**src/ipr_pkg.sv**
```systemverilog
// Shared constants and types for the interrupt priority controller.
package ipr_pkg;

  localparam int NUM_SRC = 54;
  localparam int ID_W = 6;
  localparam int LVL_W = 3;
  localparam int TRAP_W = 4;
  localparam int ADDR_W = 8;
  localparam int PC_W = 24;

  // Interrupt number to vector number distance.
  localparam logic [ID_W-1:0] VEC_OFFSET = 6'h08;

  // Sources that exist; all other numbers are reserved.
  localparam logic [NUM_SRC-1:0] IMPL_MASK = 54'h980_0BFF_FFFF;

  // Motor-control source numbers.
  localparam logic [ID_W-1:0] SRC_EXT_ZERO = 6'h00;
  localparam logic [ID_W-1:0] SRC_PWM_PERIOD = 6'h27;
  localparam logic [ID_W-1:0] SRC_QUAD_ENC = 6'h28;
  localparam logic [ID_W-1:0] SRC_PWM_FAULT_A = 6'h2B;

  // Register byte offsets: flag and enable span four words each, priority fourteen, cause and status one each.
  localparam logic [ADDR_W-1:0] OFS_FLAG = 8'h00;
  localparam logic [ADDR_W-1:0] OFS_ENABLE = 8'h10;
  localparam logic [ADDR_W-1:0] OFS_PRIO = 8'h20;
  localparam logic [ADDR_W-1:0] OFS_CAUSE = 8'h58;
  localparam logic [ADDR_W-1:0] OFS_STATUS = 8'h5C;
  localparam logic [5:0] IDX_FLAG = OFS_FLAG[7:2];
  localparam logic [5:0] IDX_ENABLE = OFS_ENABLE[7:2];
  localparam logic [5:0] IDX_PRIO = OFS_PRIO[7:2];
  localparam logic [5:0] IDX_CAUSE = OFS_CAUSE[7:2];
  localparam logic [5:0] IDX_STATUS = OFS_STATUS[7:2];

  localparam logic [1:0] RESP_OKAY = 2'h0;
  localparam logic [1:0] RESP_SLVERR = 2'h2;

  // Boot: program counter forced here, words two addresses apart.
  localparam logic [PC_W-1:0] RESET_PC = 24'h00_0000;
  localparam logic [PC_W-1:0] PC_STEP = 24'h00_0002;

  // Core reset pulse width.
  localparam int CLK_PERIOD_NS = 25;
  localparam int RST_HOLD_NS = 100;
  localparam int RST_HOLD_CYC = (RST_HOLD_NS + CLK_PERIOD_NS - 1) /
                                CLK_PERIOD_NS;
  localparam logic [2:0] RST_HOLD_LAST = 3'(RST_HOLD_CYC - 1);

  typedef logic [NUM_SRC-1:0][LVL_W-1:0] ipr_prio_arr_t;

  typedef struct packed {
    logic valid;
    logic [ID_W-1:0] id;
    logic [LVL_W-1:0] lvl;
  } ipr_win_t;

  typedef struct packed {
    logic trap_lockout;
    logic supply_dip;
    logic illegal_op;
    logic uninit_ptr;
    logic watchdog;
  } ipr_cause_t;

  localparam int CAUSE_W = $bits(ipr_cause_t);

  typedef enum logic [2:0] {
    BOOT_HOLD = 3'b000,
    BOOT_FETCH_JUMP = 3'b001,
    BOOT_FETCH_TGT = 3'b010,
    BOOT_RUN = 3'b011
  } ipr_boot_t;

  function automatic logic [ID_W-1:0] vec_of(input logic [ID_W-1:0] id);
    vec_of = ID_W'(id + VEC_OFFSET);
  endfunction

endpackage

```
**src/ipr_ctrl.sv**
```systemverilog
// Interrupt priority controller top with register slave and boot logic.
//
// The address map and register access over AXI4-Lite were decided locally.

module ipr_ctrl
  import ipr_pkg::*;
(
  input wire logic I_CLK,
  input wire logic I_RESETN,
  input wire logic I_AWVALID,
  output logic O_AWREADY,
  input wire logic [ADDR_W-1:0] I_AWADDR,
  input wire logic [2:0] I_AWPROT,
  input wire logic I_WVALID,
  output logic O_WREADY,
  input wire logic [31:0] I_WDATA,
  input wire logic [3:0] I_WSTRB,
  output logic O_BVALID,
  input wire logic I_BREADY,
  output logic [1:0] O_BRESP,
  input wire logic I_ARVALID,
  output logic O_ARREADY,
  input wire logic [ADDR_W-1:0] I_ARADDR,
  input wire logic [2:0] I_ARPROT,
  output logic O_RVALID,
  input wire logic I_RREADY,
  output logic [31:0] O_RDATA,
  output logic [1:0] O_RRESP,
  input wire logic [NUM_SRC-1:0] I_SRC_EVENT,
  input wire logic [3:0] I_CPU_IPL,
  output logic O_IRQ,
  output logic [ID_W-1:0] O_IRQ_VECTOR,
  output logic [LVL_W-1:0] O_IRQ_LEVEL,
  input wire logic I_WDT_EXPIRED,
  input wire logic I_UNINIT_PTR,
  input wire logic I_ILLEGAL_EXEC,
  input wire logic I_EXEC_FLUSHED,
  input wire logic I_SUPPLY_DIP,
  input wire logic [TRAP_W-1:0] I_TRAP,
  output logic O_CORE_RESET,
  output logic O_FETCH_REQ,
  output logic [PC_W-1:0] O_FETCH_ADDR,
  input wire logic I_FETCH_VALID,
  input wire logic [PC_W-1:0] I_FETCH_DATA,
  output logic O_START_VALID,
  output logic [PC_W-1:0] O_START_ADDR
);

  typedef struct packed {
    logic [NUM_SRC-1:0] flag;
    logic [NUM_SRC-1:0] enable;
    ipr_prio_arr_t prio;
    ipr_cause_t cause;
    logic aw_got;
    logic [ADDR_W-1:0] aw_addr;
    logic w_got;
    logic [31:0] w_data;
    logic [3:0] w_strb;
    logic bvalid;
    logic [1:0] bresp;
    logic rvalid;
    logic [31:0] rdata;
    logic [1:0] rresp;
    logic [1:0] dip_sync;
    logic irq;
    logic [ID_W-1:0] vector;
    logic [LVL_W-1:0] lvl;
    ipr_boot_t boot;
    logic [2:0] hold_cnt;
    logic [PC_W-1:0] fetch_addr;
    logic [PC_W-1:0] start_addr;
  } ipr_state_t;

  ipr_state_t state_reg;
  ipr_state_t state_next;
  ipr_win_t win;
  ipr_cause_t cause_now;
  logic [NUM_SRC-1:0] pending;

  typedef enum logic [2:0] {
    REG_FLAG = 3'b000,
    REG_ENABLE = 3'b001,
    REG_PRIO = 3'b010,
    REG_CAUSE = 3'b011,
    REG_STATUS = 3'b100,
    REG_NONE = 3'b101
  } ipr_region_t;

  function automatic logic [15:0] merge16(input logic [15:0] old,
                                          input logic [31:0] data,
                                          input logic [3:0] strb);
    merge16 = old;
    if (strb[0]) begin
      merge16[7:0] = data[7:0];
    end
    if (strb[1]) begin
      merge16[15:8] = data[15:8];
    end
  endfunction

  // One decoder serves reads and writes so both always agree on the map.
  function automatic ipr_region_t region(input logic [5:0] idx);
    if (idx < IDX_ENABLE) begin
      region = REG_FLAG;
    end else if (idx < IDX_PRIO) begin
      region = REG_ENABLE;
    end else if (idx < IDX_CAUSE) begin
      region = REG_PRIO;
    end else if (idx == IDX_CAUSE) begin
      region = REG_CAUSE;
    end else if (idx == IDX_STATUS) begin
      region = REG_STATUS;
    end else begin
      region = REG_NONE;
    end
  endfunction

  function automatic int prio_src(input logic [5:0] idx, input int k);
    prio_src = (int'(idx) - int'(IDX_PRIO)) * 4 + k;
  endfunction

  function automatic int lane_lsb(input logic [5:0] idx);
    lane_lsb = 16 * int'(idx[1:0]);
  endfunction

  function automatic logic mapped(input logic [ADDR_W-1:0] addr);
    mapped = region(addr[7:2]) != REG_NONE;
  endfunction

  function automatic logic [31:0] read_word(input ipr_state_t st,
                                            input ipr_win_t w,
                                            input logic [5:0] idx);
    logic [63:0] fp;
    logic [63:0] ep;
    int b;
    fp = {10'h000, st.flag};
    ep = {10'h000, st.enable};
    read_word = '0;
    b = 0;
    case (region(idx))
      REG_FLAG: begin
        read_word[15:0] = fp[lane_lsb(idx) +: 16];
      end
      REG_ENABLE: begin
        read_word[15:0] = ep[lane_lsb(idx) +: 16];
      end
      REG_PRIO: begin
        for (int k = 0; k < 4; k++) begin
          b = prio_src(idx, k);
          if (b < NUM_SRC) begin
            read_word[4*k +: 3] = st.prio[b];
          end
          read_word[4*k+3] = 1'b0;
        end
      end
      REG_CAUSE: begin
        read_word[CAUSE_W-1:0] = st.cause;
      end
      REG_STATUS: begin
        read_word[13:0] = {st.boot, w.valid, st.vector, st.lvl, st.irq};
      end
      default: begin
        read_word = '0;
      end
    endcase
  endfunction

  assign pending = state_reg.flag & state_reg.enable & IMPL_MASK;

  ipr_arb u_arb (
    .i_pending(pending),
    .i_prio(state_reg.prio),
    .o_win(win)
  );

  ipr_rst u_rst (
    .i_wdt_expired(I_WDT_EXPIRED),
    .i_uninit_ptr(I_UNINIT_PTR),
    .i_illegal_exec(I_ILLEGAL_EXEC),
    .i_exec_flushed(I_EXEC_FLUSHED),
    .i_supply_dip(state_reg.dip_sync[1]),
    .i_trap(I_TRAP),
    .o_cause(cause_now)
  );

  always_comb begin
    logic [63:0] fl_pad;
    logic [63:0] en_pad;
    logic [5:0] widx;
    logic [CAUSE_W-1:0] cause_clr;
    int b;
    int lane;
    state_next = state_reg;
    fl_pad = {10'h000, state_reg.flag};
    en_pad = {10'h000, state_reg.enable};
    widx = state_reg.aw_addr[7:2];
    cause_clr = '0;
    b = 0;
    lane = lane_lsb(widx);

    // The supply-dip pin is asynchronous to I_CLK.
    state_next.dip_sync = {state_reg.dip_sync[0], I_SUPPLY_DIP};

    if (I_AWVALID && O_AWREADY) begin
      state_next.aw_got = 1'b1;
      state_next.aw_addr = I_AWADDR;
    end
    if (I_WVALID && O_WREADY) begin
      state_next.w_got = 1'b1;
      state_next.w_data = I_WDATA;
      state_next.w_strb = I_WSTRB;
    end
    if (state_reg.bvalid && I_BREADY) begin
      state_next.bvalid = 1'b0;
    end

    if (state_reg.aw_got && state_reg.w_got) begin
      state_next.aw_got = 1'b0;
      state_next.w_got = 1'b0;
      state_next.bvalid = 1'b1;
      state_next.bresp = mapped(state_reg.aw_addr) ? RESP_OKAY : RESP_SLVERR;
      case (region(widx))
        REG_FLAG: begin
          fl_pad[lane +: 16] = merge16(fl_pad[lane +: 16], state_reg.w_data,
                                       state_reg.w_strb);
        end
        REG_ENABLE: begin
          en_pad[lane +: 16] = merge16(en_pad[lane +: 16], state_reg.w_data,
                                       state_reg.w_strb);
        end
        REG_PRIO: begin
          for (int k = 0; k < 4; k++) begin
            b = prio_src(widx, k);
            if (b < NUM_SRC && state_reg.w_strb[k/2]) begin
              state_next.prio[b] = state_reg.w_data[4*k +: 3];
            end
          end
        end
        REG_CAUSE: begin
          if (state_reg.w_strb[0]) begin
            cause_clr = state_reg.w_data[CAUSE_W-1:0];
          end
        end
        default: begin
          cause_clr = '0;
        end
      endcase
    end

    if (state_reg.rvalid && I_RREADY) begin
      state_next.rvalid = 1'b0;
    end
    if (I_ARVALID && O_ARREADY) begin
      state_next.rvalid = 1'b1;
      state_next.rdata = read_word(state_reg, win, I_ARADDR[7:2]);
      state_next.rresp = mapped(I_ARADDR) ? RESP_OKAY : RESP_SLVERR;
    end

    // A source event in the clearing cycle still sets its flag.
    state_next.flag = (fl_pad[NUM_SRC-1:0] | I_SRC_EVENT) & IMPL_MASK;
    state_next.enable = en_pad[NUM_SRC-1:0];
    state_next.cause = (state_reg.cause & ~cause_clr) | cause_now;

    state_next.irq = win.valid && (state_reg.boot == BOOT_RUN) &&
                     ({1'b0, win.lvl} > I_CPU_IPL);
    state_next.vector = vec_of(win.id);
    state_next.lvl = win.lvl;

    case (state_reg.boot)
      BOOT_HOLD: begin
        state_next.fetch_addr = RESET_PC;
        if (state_reg.hold_cnt == RST_HOLD_LAST) begin
          state_next.boot = BOOT_FETCH_JUMP;
        end else begin
          state_next.hold_cnt = 3'(state_reg.hold_cnt + 3'h1);
        end
      end
      BOOT_FETCH_JUMP: begin
        if (I_FETCH_VALID) begin
          state_next.fetch_addr = RESET_PC + PC_STEP;
          state_next.boot = BOOT_FETCH_TGT;
        end
      end
      BOOT_FETCH_TGT: begin
        if (I_FETCH_VALID) begin
          state_next.start_addr = I_FETCH_DATA;
          state_next.boot = BOOT_RUN;
        end
      end
      BOOT_RUN: begin
        state_next.boot = BOOT_RUN;
      end
      default: begin
        state_next.boot = BOOT_HOLD;
      end
    endcase

    // Any reset condition restarts the core and the interrupt state.
    if (cause_now != '0) begin
      state_next.boot = BOOT_HOLD;
      state_next.hold_cnt = '0;
      state_next.fetch_addr = RESET_PC;
      state_next.start_addr = RESET_PC;
      state_next.flag = '0;
      state_next.enable = '0;
      state_next.prio = '0;
      state_next.irq = 1'b0;
    end
  end

  always_ff @(posedge I_CLK) begin
    if (!I_RESETN) begin
      state_reg <= '0;
    end else begin
      state_reg <= state_next;
    end
  end

  assign O_AWREADY = !state_reg.aw_got && !state_reg.bvalid;
  assign O_WREADY = !state_reg.w_got && !state_reg.bvalid;
  assign O_BVALID = state_reg.bvalid;
  assign O_BRESP = state_reg.bresp;
  assign O_ARREADY = !state_reg.rvalid;
  assign O_RVALID = state_reg.rvalid;
  assign O_RDATA = state_reg.rdata;
  assign O_RRESP = state_reg.rresp;
  assign O_IRQ = state_reg.irq;
  assign O_IRQ_VECTOR = state_reg.vector;
  assign O_IRQ_LEVEL = state_reg.lvl;
  assign O_CORE_RESET = state_reg.boot == BOOT_HOLD;
  assign O_FETCH_REQ = state_reg.boot == BOOT_FETCH_JUMP ||
                       state_reg.boot == BOOT_FETCH_TGT;
  assign O_FETCH_ADDR = state_reg.fetch_addr;
  assign O_START_VALID = state_reg.boot == BOOT_RUN;
  assign O_START_ADDR = state_reg.start_addr;

endmodule // ipr_ctrl

```
**src/ipr_arb.sv**
```systemverilog
// Priority arbiter picking the winning pending source.
module ipr_arb
  import ipr_pkg::*;
(
  input wire logic [NUM_SRC-1:0] i_pending,
  input wire ipr_prio_arr_t i_prio,
  output ipr_win_t o_win
);

  // Ascending scan with a strict compare: level decides first and on a
  // tie the lower number found earlier keeps the win.
  always_comb begin
    o_win = '0;
    for (int i = 0; i < NUM_SRC; i++) begin
      if (i_pending[i] && IMPL_MASK[i] && i_prio[i] != '0) begin
        if (!o_win.valid || i_prio[i] > o_win.lvl) begin
          o_win.valid = 1'b1;
          o_win.id = ID_W'(i);
          o_win.lvl = i_prio[i];
        end
      end
    end
  end

endmodule // ipr_arb

```
**src/ipr_rst.sv**
```systemverilog
// Collector of the conditions that force a device reset.
module ipr_rst
  import ipr_pkg::*;
(
  input wire logic i_wdt_expired,
  input wire logic i_uninit_ptr,
  input wire logic i_illegal_exec,
  input wire logic i_exec_flushed,
  input wire logic i_supply_dip,
  input wire logic [TRAP_W-1:0] i_trap,
  output ipr_cause_t o_cause
);

  function automatic logic several(input logic [TRAP_W-1:0] v);
    int cnt;
    cnt = 0;
    for (int i = 0; i < TRAP_W; i++) begin
      cnt = cnt + int'(v[i]);
    end
    several = cnt > 1;
  endfunction

  always_comb begin
    o_cause.watchdog = i_wdt_expired;
    o_cause.uninit_ptr = i_uninit_ptr;
    o_cause.illegal_op = i_illegal_exec && !i_exec_flushed;
    o_cause.supply_dip = i_supply_dip;
    o_cause.trap_lockout = several(i_trap);
  end

endmodule // ipr_rst

```
**config.mk**
```make
export PLATFORM = sky130hd
export DESIGN_NAME = ipr_ctrl
export DESIGN_NICKNAME = d
export VERILOG_FILES = /design/src/ipr_pkg.sv /design/src/ipr_ctrl.sv /design/src/ipr_arb.sv /design/src/ipr_rst.sv
export SDC_FILE = /design/constraint.sdc
export NUM_CORES = 1
export LEC_CHECK = 0
export BUFFER_PORTS_ARGS = -buffer_cell sky130_fd_sc_hd__buf_4
export CAP_MARGIN = 10
export CORE_ASPECT_RATIO = 1.5
export CORE_MARGIN = 1.5
export CORE_UTILIZATION = 65
export DETAILED_ROUTE_END_ITERATION = 7
export PLACE_DENSITY = 0.88
export REMOVE_ABC_BUFFERS = 1
export SLEW_MARGIN = 10
export SYNTH_ARGS = -nofsm -noshare
export SYNTH_HDL_FRONTEND = slang
export SYNTH_SLANG_ARGS = --single-unit
```
**constraint.sdc**
```tcl
create_clock -name I_CLK -period 90.6 [get_ports I_CLK]
set_input_delay 4.53 -clock I_CLK [delete_from_list [all_inputs] [get_ports I_CLK]]
set_output_delay 4.53 -clock I_CLK [all_outputs]
set_load 0.01 [all_outputs]
```
Word level (Yosys, flattened, before mapping)
Index checks and enable logic that the tools add are counted.

word-level totals
  register bits after elaboration = 367
  bits of input ports = 157
  output and inout bits = 102
  logic and storage cells = 485

cells by class
  add/subtract/negate cells = 14
  magnitude comparators = 57
  equality and inequality tests = 20
  shift operators = 7
  muxes and demuxes = 143
  bitwise logic cells = 7
  reduce and logical (&&, ||, !) cells = 158

operators with widths
  cell                                                                       count
  162-bit 2-to-1 mux                                                         10
  162-bit bitwise mux                                                        4
  10-bit 2-to-1 mux                                                          59
  64-bit by 7-bit indexed part select with 16-bit output                     4
  64-bit bitwise mux                                                         2
  32-bit by 7-bit < comparator with 1-bit output (second input constant)     4
  32-bit by 8-bit < comparator with 1-bit output (second input constant)     4
  16-bit by 33-bit indexed part select with 64-bit output                    2
  8-bit 2-to-1 mux                                                           12
  3-bit 2-to-1 mux                                                           30
  3-bit nonzero test                                                         30
  44-bit 2-to-1 mux                                                          2
  3-bit > comparator                                                         29
  32-bit by 2-bit adder with 32-bit output                                   2
  32-bit by 1-bit >= comparator with 1-bit output (second input constant)    2
  16-bit by 33-bit variable shift with 64-bit output (first input constant)  1
  3-bit binary-select mux with 6-bit select                                  3
  3-bit demux with 6-bit select                                              3
  1-bit logical AND                                                          49
  24-bit one-hot mux with 2 select lines                                     1
  44-bit bitwise AND                                                         1
  44-bit bitwise OR                                                          1
  9-bit by 3-bit adder with 10-bit output (second input constant)            4
  9-bit one-hot mux with 4 select lines                                      1
  other kinds (46)                                                           146

Longest topological paths before layout
Gate-level depths: netlist of run 1.

  word-level depth = 121
  depth in mapped cells = 235
  mapped depth without buffers = 231

By module
A second synthesis of run 1 with hierarchy kept.

unflattened totals
  cells, all modules = 2852
  area, all modules = 22947.0 um^2

by module, submodules not included
  module    times used  cells an instance  area an instance (um^2)  seq. area each (um^2)
  ipr_ctrl  1           2001               17096.4                  6786.5
  ipr_arb   1           841                5778.0                   0.0
  ipr_rst   1           10                 72.6                     0.0

Least setup slack after synthesis of run 1
OpenSTA, ideal clock, no wires.

  kind = reg2reg
  from = reg state_reg[371] in the netlist's numbering
  to = reg state_reg (netlist bit O_IRQ)
  library setup time = 115 ps
  arrival time = 39952 ps
  required time = 90485 ps
  slack = 50533 ps
  stages on the path, launching flop included = 215
  path buffers = 5
  clock period less this slack = 40067 ps
  cell sequence = dfxtp_1 > nand3_1 > ha_1 > a211o_1 > a21o_1 > nand2_1 > mux2_2 > ha_1 > nand3_1 > o21ai_0 > o21a_1 > nor2_1 > nor2_1 > a21oi_1 > ha_1 > nor2b_1 > o21a_1 > o21a_1 > [... 179 more ...] > nand2_1 > or4b_1 > and3_1 > buf_6 > mux2_1 > ha_1 > nor2b_1 > o21ai_0 > a32oi_1 > nor2_1 > or2_2 > buf_1 > a31o_1 > a21oi_1 > ha_1 > nand3_1 > nand3b_1 > a2111oi_0

RTL lines
  what                    line             text
  start, declared         ipr_ctrl.sv:74   ipr_state_t state_reg;
  start signal, assigned  ipr_ctrl.sv:315  state_reg <= state_next;

==> results of run 1 <==
-- layout make-up --
class,instances,area (µm²)
multi-input combinational,2195,14020
fill,2629,9373
sequential,339,6787
timing repair buffer,184,1394
clock buffer,46,1008
tap,420,525.5
inverter,95,356.6
clock inverter,16,183.9
antenna,2,5.005
-- worst paths after layout --
check        depth (start not counted)            from            end
max                                209  state_reg[371]          O_IRQ
max reg2reg                        209  state_reg[371]          O_IRQ
min                                  1  state_next[65]  state_reg[65]
min reg2reg                          1  state_next[65]  state_reg[65]
-- layout by cell type, fill, tap and decap left out, drive strengths merged, types with 18 or more instances in the layout --
cell type  count
mux2i        136
o311a         31
o311ai        39
nor2         325
a211oi        30
clkbuf        46
o21a          33
dfxtp        339
nand3         85
inv           95
nand2        342
nor3          50
mux4          39
nor2b         20
mux2          22
conb          41
o211ai        19
and2          23
or3           24
a221oi        35
ha            96
o21ai        192
a21oi        329
a31oi         36
nand4         18
buf          184
-- logic make-up after synthesis --
| family | after synthesis |
|---|---|
| AO/OA/AOI/OAI | 886 |
| XOR/XNOR | 2 |
| adder cells (fa/ha/maj) | 98 |
| buffers and inverters | 351 |
| flip-flops | 339 |
| multiplexers | 197 |
| other | 1 |
| AND/OR/NAND/NOR | 971 |
-- through the flow --
step | hold WS [ns] | utilization, %
final | 0.4504 | 72.15
after global routing | 0.4551 | 72.13
after CTS | 0.4493 | 72.12
after detailed placement | 0.4303 | 68.58
after global placement | 0.4236 | 68.58
after floorplan | 0.4118 | -
-- Yosys cell counts (11+ instances only) --
library cell / count
o211ai_1: 17
nor3_1: 47
buf_4: 93
o311ai_0: 26
a221oi_1: 35
o311a_1: 31
nor2b_1: 20
and3_1: 16
or3_1: 23
inv_1: 92
nand2b_1: 16
and2_1: 22
mux4_2: 39
nand4_1: 17
o21a_1: 33
o22ai_1: 15
buf_1: 14
mux2i_1: 136
or2_2: 11
o21ai_0: 187
nand2_1: 342
ha_1: 96
a31oi_1: 34
a211oi_1: 28
dfxtp_1: 339
a21oi_1: 328
nor2_1: 323
nand3_1: 84
a21o_1: 16
mux2_2: 21
clkbuf_1: 145
-- power by group through the flow --
stage,clock network [µW],registers (µW),logic (µW)
6_report,152,154,28.1
4_1_cts,151,154,26.9
5_1_grt,156,154,29.5
3_3_place_gp,0,157,26.1
2_1_floorplan,0,157,12.4
3_5_place_dp,0,157,26.7
-- routing by layer --
metal	vias to the layer above	global-route usage, %	part of all wire, %
met2	1529	73.03	47
met1	10850	44.93	32
met3	492	9.687	10
li1	10250	-	-
met4	2	39.66	10
met5	-	0	0.017
==> impl_metrics.ini, run 1 <==
[clock_tree]
holdBufCountCts = 0
numCtsBuffers = 35
clk_latency_ns = 0.55
cts_tree = built
cts_num_sinks = 339
htree_levels = 2
cts_buffer_depth = 3
cts_resized = 0
cts_root_buf = clkbuf_16
clk_pin_slew_ns = 0.07
postCtsSetupRepairBufs = 0

[critical_path]
rrSetupSlack_ns = 41.49
path_class = reg -> reg
arrival_ns = 49.51
required_ns = 91.00
startpoint_type = flop
end_kind = flop
crit_family = compound AO/OA/AOI/OAI gates
crit_path_max_incr_delay_ns = 0.94
crit_fanout = 14
worstPathBufferInverterCount = 6
cpMostUsedCell = ha_1
crit_slowest_cell = a32oi_1

[grt]
grt_max_degree = 212
grt_overflow = 0
antenna_found_initial = 2
grt.total_usage_pct = 43.40
grt_first_pass_wirelength_um = 120800
grt_pass1_vias = 22700

[placed_design]
placedInstanceArea_um2 = 23080
dp_slack_ns = 42.70
port_buffers = 165
place_inst = 3233
gp_congestion = 1.018
hpwl_um = 57340

[drt]
drt_iter0_markers = 2544
drc = 0
vias = 23120
antenna_left = 0
wl_per_cell_um = 23.82
first_pass_iters = 6
vias_per_cell = 7.012
wirelength_um = 78530

[synth]
yosys.cell_types.count = 106
yosys_most_used_dff = dfxtp_1
yosysWarnings = 0
synth_compound_area_share_pct = 25.76
synthAdderAreaFrac_pct = 5.471
synth_mux_area_share_pct = 11.14
synthCells = 2845
synth-async-reset-ratio_pct = 0
synth-xor-area-share_pct = 0.07848
synth_top_family_by_area = compound AO/OA/AOI/OAI gates
ys_seq_elements = 339
seq_area_frac_synth_pct = 30.41
synth.avg_cell_area_um2 = 7.845
netlist.area_leader.share_pct = 30.41
synth_edf_count = 0
synth_area_um2 = 22320
synth-simple-area-share_pct = 19.58
synth_area_leaders = dfxtp_1, a21oi_1, mux2i_1
synth_area_leader_cell = dfxtp_1

[final_layout]
fin_area_um2 = 24280
instances_no_fill = 3297
nets = 3103
synthToLayoutAreaGrowth_pct = 8.778
drive_above_1_share_pct = 12.66
largest_register_ffs = 283

[sta]
slew_viol_final = 0
finalSetupViolCount = 0
tightest_slew_ns = 1.249
finClkSkew_ns = 0.02680
post-route-min-period_ns = 49.11
rsz0062_at_grt = no
setup_slack_ns = 41.49
hold_viol = 0
finalSetupTns_ns = 0
period_share_pct = 54.20
fmax_mhz = 20.36
maxSlewHeadroom_pct = 15.67

[floorplanning]
io-pin-count = 259
die_x_um = 154.3
dieArea_um2 = 35480
core-area_um2 = 33650
fp-row-count = 82
die_h_um = 230.0
initial_utilization_pct = 66.33

[power_and_ir_drop]
p_sw_uw = 86.27
p_int_uw = 247.9
p_per_area_nw_per_um2 = 13.77
switching_share_pct = 25.81
pwr-share-seq_pct = 46.2
p_leak_uw = 0.009208
power_frac_comb_pct = 8.4
pwr-share-clk_pct = 45.4
total_power_uw = 334.2
ir_drop_mv = 0.01730

[worst_hold_path]
hold_path.class = reg -> reg

[job]
drv_cap = 0

[run_status]
status = finished, final reports clean
No activity file was read; power rests on OpenSTA's default activity.
==> run 2: changes to the inputs <==
- CORE_UTILIZATION: 65 -> 54
- PLACE_DENSITY: 0.88 -> 0.78
- clock period: 90.6 -> 42.5 ns (I/O delays scaled with it)
==> impl_metrics.ini, run 2 (synthesized netlist as in run 1, its figures left out) <==
[run_status]
status = finished, final reports clean

[critical_path]
startpoint_type = flop
path_class = reg -> reg
rrSetupSlack_ns = 1.43
cpMostUsedCell = ha_1
crit_fanout = 9
required_ns = 42.94
end_kind = flop
arrival_ns = 41.51
crit_slowest_cell = or4_4
crit_path_max_incr_delay_ns = 0.50

[final_layout]
fillers = 3434
antenna_cells = 0
fin_area_um2 = 26190
largest_register_ffs = 283
drive_above_1_share_pct = 20.30
layout_common_cells = nand2_1, buf_4, dfxtp_1
final_common_cell = nand2_1
nets = 3262
final_core_util_pct = 63.90
synthToLayoutAreaGrowth_pct = 17.36

[sta]
slew_viol_final = 0
maxSlewHeadroom_pct = 8.624
finalSetupViolCount = 0
post-route-min-period_ns = 41.07
finClkSkew_ns = 0.02204
tightest_slew_ns = 1.353
period_share_pct = 96.63
fmax_mhz = 24.35
setup_slack_ns = 1.432
finalSetupTns_ns = 0
hold_viol = 0

[worst_hold_path]
hold_path.class = reg -> reg

[floorplanning]
core-area_um2 = 40990
initial_utilization_pct = 54.45
fp-row-count = 91
die_h_um = 252
die_x_um = 169
io-pin-count = 259
dieArea_um2 = 42590

[placed_design]
gp_congestion = 0.9811
dp_slack_ns = -1.154
hpwl_um = 59920
port_buffers = 165
placedInstanceArea_um2 = 24080

[clock_tree]
cts_tree = built
cts_num_sinks = 339
holdBufCountCts = 0
clk_pin_slew_ns = 0.06
cts_root_buf = clkbuf_16
numCtsBuffers = 35
cts_buffer_depth = 3
htree_levels = 2
clk_latency_ns = 0.56

[power_and_ir_drop]
p_leak_uw = 0.01005
ir_drop_mv = 0.03179
p_per_area_nw_per_um2 = 27.20

[grt]
busiest_layer = met2
grt_pass1_vias = 22690
met2_usage_pct = 62.95
antenna_found_initial = 0
grt_first_pass_wirelength_um = 123300
grt.total_usage_pct = 37.36
grt_use_met1_pct = 39.63
gr-usage-met3_pct = 6.227
grt_max_degree = 192
grt_overflow = 0

[drt]
vias = 23650
drc = 0
vias_per_cell = 6.678
wl_per_cell_um = 23.50
wirelength_um = 83210
drt_iter0_markers = 2473
antenna_left = 0
first_pass_iters = 7

[job]
drv_cap = 0
==> run 2: critical path: cells and delay by family (launching register included) <==
kind | cells | cell delay, ns
compound gates | 98 | 17.12
buf+inv | 11 | 1.60
mux | 8 | 2.30
simple gates | 64 | 10.17
fa+ha+maj | 32 | 9.32
flops | 1 | 0.38
==> run 2: where the power goes <==
part | switching, µW | total, µW | leakage [µW] | internal [µW]
Clock | 135 | 322 | 0.000565 | 187
Sequential | 8.44 | 330 | 0.00274 | 321
Combinational | 40.2 | 60.7 | 0.00674 | 20.5
Total | 184 | 712 | 0.0100 | 529
==> run 2: what timing repair did <==
| action | 4_1_cts | 5_1_grt |
|---|---|---|
| pin swaps | 1 | 53 |
| resized for setup | 17 | 124 |
| buffers inserted | 2 | 40 |
| endpoints found under the setup margin | 10 | 10 |
==> run 2: through the flow <==
step | instances | hold WS (ns) | power, µW
after floorplan | 2629 | 0.4118 | 361.2
after global placement | 3441 | 0.4215 | 393.2
after detailed placement | 3441 | 0.4251 | 394.5
final | 3541 | 0.4404 | 712.5
after CTS | 3501 | 0.4417 | 708.6
after global routing | 3541 | 0.4732 | 725.6
==> run 2: path summary, 6_finish.rpt <==
| check | startpoint | endpoint | cells past startpoint |
|---|---|---|---|
| setup / recovery | state_reg[371] | O_IRQ | 213 |
| hold / removal | state_next[65] | state_reg[65] | 1 |
| setup reg to reg | state_reg[371] | O_IRQ | 213 |
| hold reg to reg | state_next[65] | state_reg[65] | 1 |
==> run 2: area by class of cell <==
class | count | area, µm² | share of cell area (%)
Inverter | 95 | 356.6 | 1.361
Timing Repair Buffer | 343 | 2606 | 9.950
Multi-Input combinational cell | 2195 | 14630 | 55.86
Clock inverter | 11 | 176.4 | 0.6735
Tap cell | 511 | 639.4 | 2.441
Clock buffer | 47 | 982.2 | 3.750
Sequential cell | 339 | 6802 | 25.97
==> run 2: per-layer routing <==
metal | vias to the layer above | routed length [µm]
met2 | 1417 | 39050
met3 | 484 | 7233
met4 | 0 | 8832
met5 | - | 0
li1 | 10580 | -
met1 | 11160 | 28100
